$ cat src/logic/scsc_pkg.sv
// Package of constants for the system clock source control block
package scsc_pkg;

   // ----------------------------------------
   // Register map (word aligned, APB)
   // ----------------------------------------
   localparam logic [11:0] ADDR_MODE     = 12'h000;
   localparam logic [11:0] ADDR_OSC_CTRL = 12'h004;
   localparam logic [11:0] ADDR_STATUS   = 12'h008;

   // ----------------------------------------
   // Mode register fields and reset value
   // ----------------------------------------
   localparam int          MODE_SRC_LSB  = 0;
   localparam int          MODE_DIV_LSB  = 2;
   localparam logic [3:0]  MODE_RESET    = 4'hc;

   // ----------------------------------------
   // Oscillator control fields and reset value
   // ----------------------------------------
   localparam int          OSC_FAST_BIT  = 0;
   localparam int          OSC_MAIN_BIT  = 1;
   localparam int          OSC_SUB_BIT   = 2;
   localparam int          OSC_SLOW_BIT  = 3;
   localparam logic [3:0]  OSC_RESET     = 4'h8;

   // ----------------------------------------
   // Source and division encodings
   // ----------------------------------------
   typedef enum logic [1:0] {
      SRC_FAST = 2'h0,
      SRC_MAIN = 2'h1,
      SRC_SUB  = 2'h2,
      SRC_SLOW = 2'h3
   } scsc_src_t;

   typedef enum logic [1:0] {
      DIV_1 = 2'h0,
      DIV_2 = 2'h1,
      DIV_4 = 2'h2,
      DIV_8 = 2'h3
   } scsc_div_t;

endpackage

$ cat src/logic/scsc_top.sv
// System clock source selection, division and oscillator enables
//
// What this block does
// - After reset the system clock comes from the fast internal oscillator.
// - After reset the main clock oscillator is enabled.
// - After reset the slow internal oscillator stays disabled until software enables it.
// - Oscillator enables and source choice follow only the two control registers.
// - Sub-clock stop bit set stops the sub-clock and frees its pins as ports.
// - Mode register holds both source choice and division ratio.
// - Mode register loads from the APB write data by a write to the mode offset only.
// - Read-mode operation returns the current mode register contents.
// - Upper mode bits divide by 1, 2, 4 or 8.
// - Lower mode bits pick fast, main, sub or slow source.
// - A stopped oscillator cannot be selected as system clock source.
// - The oscillator feeding the system clock cannot be stopped.
//
// Registers: mode at 0x000, oscillator stop control at 0x004, status at 0x008.
// Oscillators arrive as clock enables in the sys_clk domain, so no synchroniser.
//
// The APB register port and the register offsets are this design's own decisions.
`timescale 1ns/100ps
`default_nettype none

module scsc_top
(
   // Clock and reset
   input  wire logic        sys_clk,
   input  wire logic        rst_n,
   // APB slave
   input  wire logic        psel,
   input  wire logic        penable,
   input  wire logic        pwrite,
   input  wire logic [11:0] paddr,
   input  wire logic [31:0] pwdata,
   output logic             pready,
   output logic             pslverr,
   output logic [31:0]      prdata,
   // Oscillator sources, already running on sys_clk as enables
   input  wire logic [3:0]  osc_tick,
   // Clock control outputs
   output logic [3:0]       osc_enable,
   output logic [1:0]       sys_clk_source,
   output logic [1:0]       sys_clk_divide,
   output logic             sys_clk_tick,
   output logic             sub_pins_as_port
);

   // ----------------------------------------
   // Decoding helpers
   // ----------------------------------------
   // Enable bit of the oscillator behind a source code
   function automatic logic [3:0] src_onehot(input logic [1:0] src);
      src_onehot = 4'h1 << src;
   endfunction

   // Count bits that take part in the wrap for a division code
   function automatic logic [2:0] div_mask(input logic [1:0] dv);
      case (dv)
         scsc_pkg::DIV_1: div_mask = 3'h0;
         scsc_pkg::DIV_2: div_mask = 3'h1;
         scsc_pkg::DIV_4: div_mask = 3'h3;
         default:         div_mask = 3'h7;
      endcase
   endfunction

   // Source and ratio fields of a mode word
   function automatic logic [1:0] mode_src(input logic [3:0] mode);
      mode_src = mode[scsc_pkg::MODE_SRC_LSB +: 2];
   endfunction

   function automatic logic [1:0] mode_div(input logic [3:0] mode);
      mode_div = mode[scsc_pkg::MODE_DIV_LSB +: 2];
   endfunction

   // A source may be chosen only while its oscillator runs
   function automatic logic src_allowed(input logic [3:0] stop, input logic [1:0] src);
      src_allowed = ~stop[src];
   endfunction

   // Read word for one register offset; unmapped offsets read zero
   function automatic logic [31:0] rd_word(input logic [11:0] addr, input logic [3:0] mode,
                                           input logic [3:0] stop, input logic [3:0] ticks);
      rd_word = 32'h0;
      if (addr == scsc_pkg::ADDR_MODE)
         rd_word = {28'h0, mode};
      else if (addr == scsc_pkg::ADDR_OSC_CTRL)
         rd_word = {28'h0, stop};
      else if (addr == scsc_pkg::ADDR_STATUS)
         rd_word = {24'h0, ticks, ~stop};
   endfunction

   // ----------------------------------------
   // Bus decode
   // ----------------------------------------
   logic        wr_acc;
   logic        hit_mode;
   logic        hit_osc;
   logic        hit_stat;
   logic        hit_any;

   assign wr_acc   = psel & penable & pwrite;
   assign hit_mode = (paddr == scsc_pkg::ADDR_MODE);
   assign hit_osc  = (paddr == scsc_pkg::ADDR_OSC_CTRL);
   assign hit_stat = (paddr == scsc_pkg::ADDR_STATUS);
   // Status is read-only, so a write to it is refused like a miss
   assign hit_any  = hit_mode | hit_osc | (hit_stat & ~pwrite);
   // Zero wait states; unmapped addresses answer with an error
   assign pready   = 1'b1;
   assign pslverr  = psel & penable & ~hit_any;

   // ----------------------------------------
   // Control registers
   // ----------------------------------------
   logic [3:0]  mode_ff;
   logic [3:0]  nxt_mode;
   logic [3:0]  osc_stop_ff;
   logic [3:0]  nxt_osc_stop;
   logic [1:0]  cur_src;
   logic [1:0]  cur_div;
   logic [1:0]  req_src;
   logic [1:0]  req_div;
   logic [3:0]  keep_running;
   logic        osc_wr;
   logic        mode_wr;

   // Only the two control registers change enables or source
   assign mode_wr = wr_acc & hit_mode;
   assign osc_wr  = wr_acc & hit_osc;
   assign cur_src = mode_src(mode_ff);
   assign cur_div = mode_div(mode_ff);
   assign req_src = mode_src(pwdata[3:0]);
   assign req_div = mode_div(pwdata[3:0]);

   // ----------------------------------------
   // Mode register: source and division
   // ----------------------------------------
   always_comb
   begin
      nxt_mode = mode_ff;
      if (mode_wr)
      begin
         nxt_mode[scsc_pkg::MODE_DIV_LSB +: 2] = req_div;
         // A stopped source is refused and the old source stays, since
         // switching to a dead oscillator would freeze the system clock
         if (src_allowed(osc_stop_ff, req_src))
         begin
            nxt_mode[scsc_pkg::MODE_SRC_LSB +: 2] = req_src;
         end
      end
   end

   always_ff @(posedge sys_clk)
   begin
      if (!rst_n)
      begin
         mode_ff <= scsc_pkg::MODE_RESET;
      end
      else
      begin
         mode_ff <= nxt_mode;
      end
   end

   // ----------------------------------------
   // Oscillator stop register
   // ----------------------------------------
   // The oscillator feeding the system clock keeps running whatever is
   // written; software must move the source away before stopping it
   assign keep_running = src_onehot(cur_src);

   for (genvar i = 0; i < 4; i++)
   begin : g_stop
      assign nxt_osc_stop[i] = osc_wr ? (pwdata[i] & ~keep_running[i]) : osc_stop_ff[i];
   end

   always_ff @(posedge sys_clk)
   begin
      if (!rst_n)
      begin
         osc_stop_ff <= scsc_pkg::OSC_RESET;
      end
      else
      begin
         osc_stop_ff <= nxt_osc_stop;
      end
   end

   // ----------------------------------------
   // Read data
   // ----------------------------------------
   logic        setup_rd;
   logic        in_access;
   logic [31:0] prdata_ff;
   logic [31:0] nxt_prdata;

   // Read data is chosen in the setup cycle and stands from a flip-flop
   // through the access phase, so no wait state is needed
   assign setup_rd  = psel & ~penable & ~pwrite;
   assign in_access = psel & penable;

   always_comb
   begin
      nxt_prdata = prdata_ff;
      if (setup_rd)
      begin
         nxt_prdata = rd_word(paddr, mode_ff, osc_stop_ff, osc_tick);
      end
      else if (!in_access)
      begin
         // Outside a transfer the bus reads zero
         nxt_prdata = 32'h0;
      end
   end

   always_ff @(posedge sys_clk)
   begin
      if (!rst_n)
      begin
         prdata_ff <= 32'h0;
      end
      else
      begin
         prdata_ff <= nxt_prdata;
      end
   end

   assign prdata = prdata_ff;

   // ----------------------------------------
   // Source selection and divider
   // ----------------------------------------
   logic [2:0]  div_cnt_ff;
   logic [2:0]  nxt_div_cnt;
   logic        tick_ff;
   logic        nxt_tick;
   logic        src_tick;
   logic [2:0]  cur_mask;
   logic        cnt_wrap;

   // A ratio change keeps the low count bits, so the first divided period
   // after it may be short; a glitch-free switch would cost a full resync
   assign src_tick = osc_tick[cur_src];
   assign cur_mask = div_mask(cur_div);
   assign cnt_wrap = (div_cnt_ff & cur_mask) == 3'h0;

   always_comb
   begin
      nxt_div_cnt = div_cnt_ff;
      if (src_tick)
      begin
         nxt_div_cnt = (div_cnt_ff + 3'h1) & cur_mask;
      end
   end

   always_ff @(posedge sys_clk)
   begin
      if (!rst_n)
      begin
         div_cnt_ff <= 3'h0;
      end
      else
      begin
         div_cnt_ff <= nxt_div_cnt;
      end
   end

   // ----------------------------------------
   // Divided tick
   // ----------------------------------------
   // One output tick per wrap of the count
   always_comb
   begin
      nxt_tick = 1'b0;
      if (src_tick && cnt_wrap)
      begin
         nxt_tick = 1'b1;
      end
   end

   always_ff @(posedge sys_clk)
   begin
      if (!rst_n)
      begin
         tick_ff <= 1'b0;
      end
      else
      begin
         tick_ff <= nxt_tick;
      end
   end

   // ----------------------------------------
   // Outputs
   // ----------------------------------------
   // Enables are the stop bits inverted
   for (genvar j = 0; j < 4; j++)
   begin : g_enable
      assign osc_enable[j] = ~osc_stop_ff[j];
   end

   assign sys_clk_source   = cur_src;
   assign sys_clk_divide   = cur_div;
   assign sys_clk_tick     = tick_ff;
   // The shared sub-clock pins serve as ports exactly while it is stopped
   assign sub_pins_as_port = osc_stop_ff[scsc_pkg::OSC_SUB_BIT];

endmodule

`default_nettype wire

$ cat config.mk
export PLATFORM = sky130hd
export DESIGN_NAME = scsc_top
export DESIGN_NICKNAME = d
export VERILOG_FILES = /design/src/logic/scsc_pkg.sv /design/src/logic/scsc_top.sv
export SDC_FILE = /design/constraint.sdc
export NUM_CORES = 1
export LEC_CHECK = 0
export BUFFER_PORTS_ARGS = -buffer_cell sky130_fd_sc_hd__buf_2
export CAP_MARGIN = 25
export CORE_MARGIN = 5
export CORE_UTILIZATION = 35
export DETAILED_ROUTE_END_ITERATION = 10
export PLACE_DENSITY = 0.78
export SLEW_MARGIN = 25
export SYNTH_ARGS = -nofsm -noshare
export SYNTH_HDL_FRONTEND = slang
export SYNTH_SLANG_ARGS = --single-unit
$ cat constraint.sdc
create_clock -name sys_clk -period 1.8 [get_ports sys_clk]
set_input_delay 0.18 -clock sys_clk [delete_from_list [all_inputs] [get_ports sys_clk]]
set_output_delay 0.18 -clock sys_clk [all_outputs]
set_load 0.03 [all_outputs]
==> run metrics <==
DR iter-0 viols 33; placed insts approximately 230; first-pass GRT wire length 4520 µm; largest net degree at the start of global routing 17; fin cells 232; drt drc 0; Synth top area share ~32%; Horiz. Die Dim 69.3 µm; top cells by area, synth dfxtp_1 32%, buf_4 15%, mux2i_1 5.7%; share of cells above drive strength 1 32.3%; Hold Crit Class primary input to register; clock root buffer clkbuf_4; Max-cap violations 0; placed wire-length estimate 2300 µm; GRT Util Overall 11.1%; DRT met1 WL approximately 1100 µm; TritonCTS Sinks 20; critical path, cell by cell buf_2 > or4_4 > or4_1 > buf_4 > mux2i_1 > nand2_1; vias in the first global route 1012; Skew-Pair Late Insertion Delay approximately 0.29 ns; mapped cell area roughly 0.0012 mm²; fmax 622 MHz; FF+latch count, synth 20; ANT cells 0; top-count cell post-synth buf_4; Crit. End Element register; Pwr Total 0.000821 W; Netlist cell types 37; Power per Cell Area around 560 mW/mm²; CTS Buf Count 3; H-tree levels 1; family with the most delay on the worst path simple AND/OR/NAND/NOR gates; Antenna Violating Nets Remaining 0; Setup crit start kind primary input; Buf/Inv on CP 2; pre-CTS setup slack -0.105 ns; RSZ-0062 raised after global routing no; Final setup viols 0; WL met3 215 µm; worst setup margin a little under 0.2 ns; dpl cell area roughly 0.0014 mm²; Yosys top cell by area dfxtp_1; Starting Density between 30 and 40%; run status finished clean; Syn Inst Count 138; Final nets approximately 240; Fin. Hold Viols 0; vias about 1.1k; final wirelength around 2800 µm; minimum clock period between 1.5 and 2 ns; die area 0.00481 mm²; maximum vdd drop 0.245 mV; hold buffers post-CTS 0; CTS tree built; EDFF count, synth 0; final worst path period share 89.3%; GR Overflow Total 0; metal2 WL 1400 µm; top cells by count, synth 25 x buf_4, 20 x dfxtp_1, 9 x nand2_1; Area Overhead vs Synth 19.3%; vias per cell approximately 4.7; Routability Congestion around 0.78; Clk pin slew, worst setup/hold paths 0.11 ns; Synth Flop Type dfxtp_1; max incr delay on CP slightly below 0.6 ns; Yosys Warn Count 0; site row count 21; slowest cell on the critical path or4_1; post-cts sizing count 0; initial antenna violation count 0; Arrival @ worst endpoint 1.79 ns; worst endpoint required time 1.98 ns; die height between 60 and 70 µm; TritonRoute pass-1 iters 6; Avg Inst Size Synth 8.93 µm²; Pleak ~0.7 nW; top layer in use met4; design area between 0.001 and 0.0015 mm²; average routed wire per standard cell about 12 µm; sequential fraction of the synthesis area about a third; maximum root-to-sink buffer count 2; Core ar. roughly 0.0034 mm²; Final Slew Violations 0; Final Skew roughly 0.0035 ns; TNS Setup 0 ns; Port Buf Inserts 43; WS Path Type primary input to register; Boundary Pins just under 100; worst-path fanout max 3; ys async rst share 0%; Setup Buffers After CTS 0
-- layout make-up --
| type | instances | area, µm² |
|---|---|---|
| flip-flops and latches | 20 | 400 |
| well taps | 46 | 57.6 |
| fillers | 368 | 1890 |
| clock buffers | 3 | 22.5 |
| repair buffers | 51 | 275 |
| inverters | 7 | 26.3 |
| multi-input cells | 105 | 688 |
-- cell usage in the layout (no fill, tap or decap), types with 6 or more instances in the layout --
cell type / synthesis / final
mux2i_1: 7 / 7
buf_2: 1 / 43
o21ai_0: 6 / 6
conb_1: 2 / 25
a22o_1: 7 / 7
nand2_1: 9 / 9
inv_1: 7 / 7
nor2_1: 7 / 7
buf_4: 25 / 8
dfxtp_1: 20 / 20
-- cell families after synthesis --
kind of cell / synth area share (%)
flip-flops: 32.5
AND/OR/NAND/NOR: 19.8
adder cells (fa/ha/maj): 1.02
multiplexers: 9.34
other: 0.609
buffers and inverters: 18.7
AO/OA/AOI/OAI: 18.1
-- sequential cells by signal (all words and copies together) (netlist names) --
register and count:
div_cnt_ff 3, osc_stop_ff 4, prdata 8, mode_ff 4, sys_clk_tick 1
-- path summary, 6_finish.rpt --
kind                from             to  slack (ns)  cells past startpoint
max reg2reg   mode_ff[0]  div_cnt_ff[0]        0.36                      4
min          osc_tick[2]      prdata[6]        0.12                      2
max             paddr[9]     mode_ff[3]        0.19                      6
min reg2reg    prdata[0]      prdata[0]        0.48                      1
-- layer usage --
metal | global-route usage (%) | vias up
li1 | - | 541
met1 | 13.0 | 503
met2 | 19.7 | 43
met3 | 2.17 | 6
met4 | 4.56 | 0
met5 | 0 | -
-- through the flow --
step / utilization, % / hold slack (ns)
6_report: 43.7 / 0.115
5_1_grt: 43.7 / 0.106
4_1_cts: 43.7 / 0.112
3_5_place_dp: 43.0 / 0.420
3_3_place_gp: 43.0 / 0.411
2_1_floorplan: - / 0.305
-- worst register-to-register path: cells and delay by family (launching register included) --
family / cells / cell delay (ns)
AND/OR/NAND/NOR: 1 / 0.06
flip-flops: 1 / 0.40
multiplexers: 1 / 0.60
AO/OA/AOI/OAI: 2 / 0.28
-- where the power goes --
part           internal [W]  switching [W]  total, W  leakage [nW]
clock             0.0000777       0.000127  0.000204        0.0138
sequential         0.000447     0.00000315  0.000450         0.162
combinational     0.0000462       0.000120  0.000167         0.527
total              0.000571       0.000250  0.000821         0.703
(Power assumes the default switching activity.)
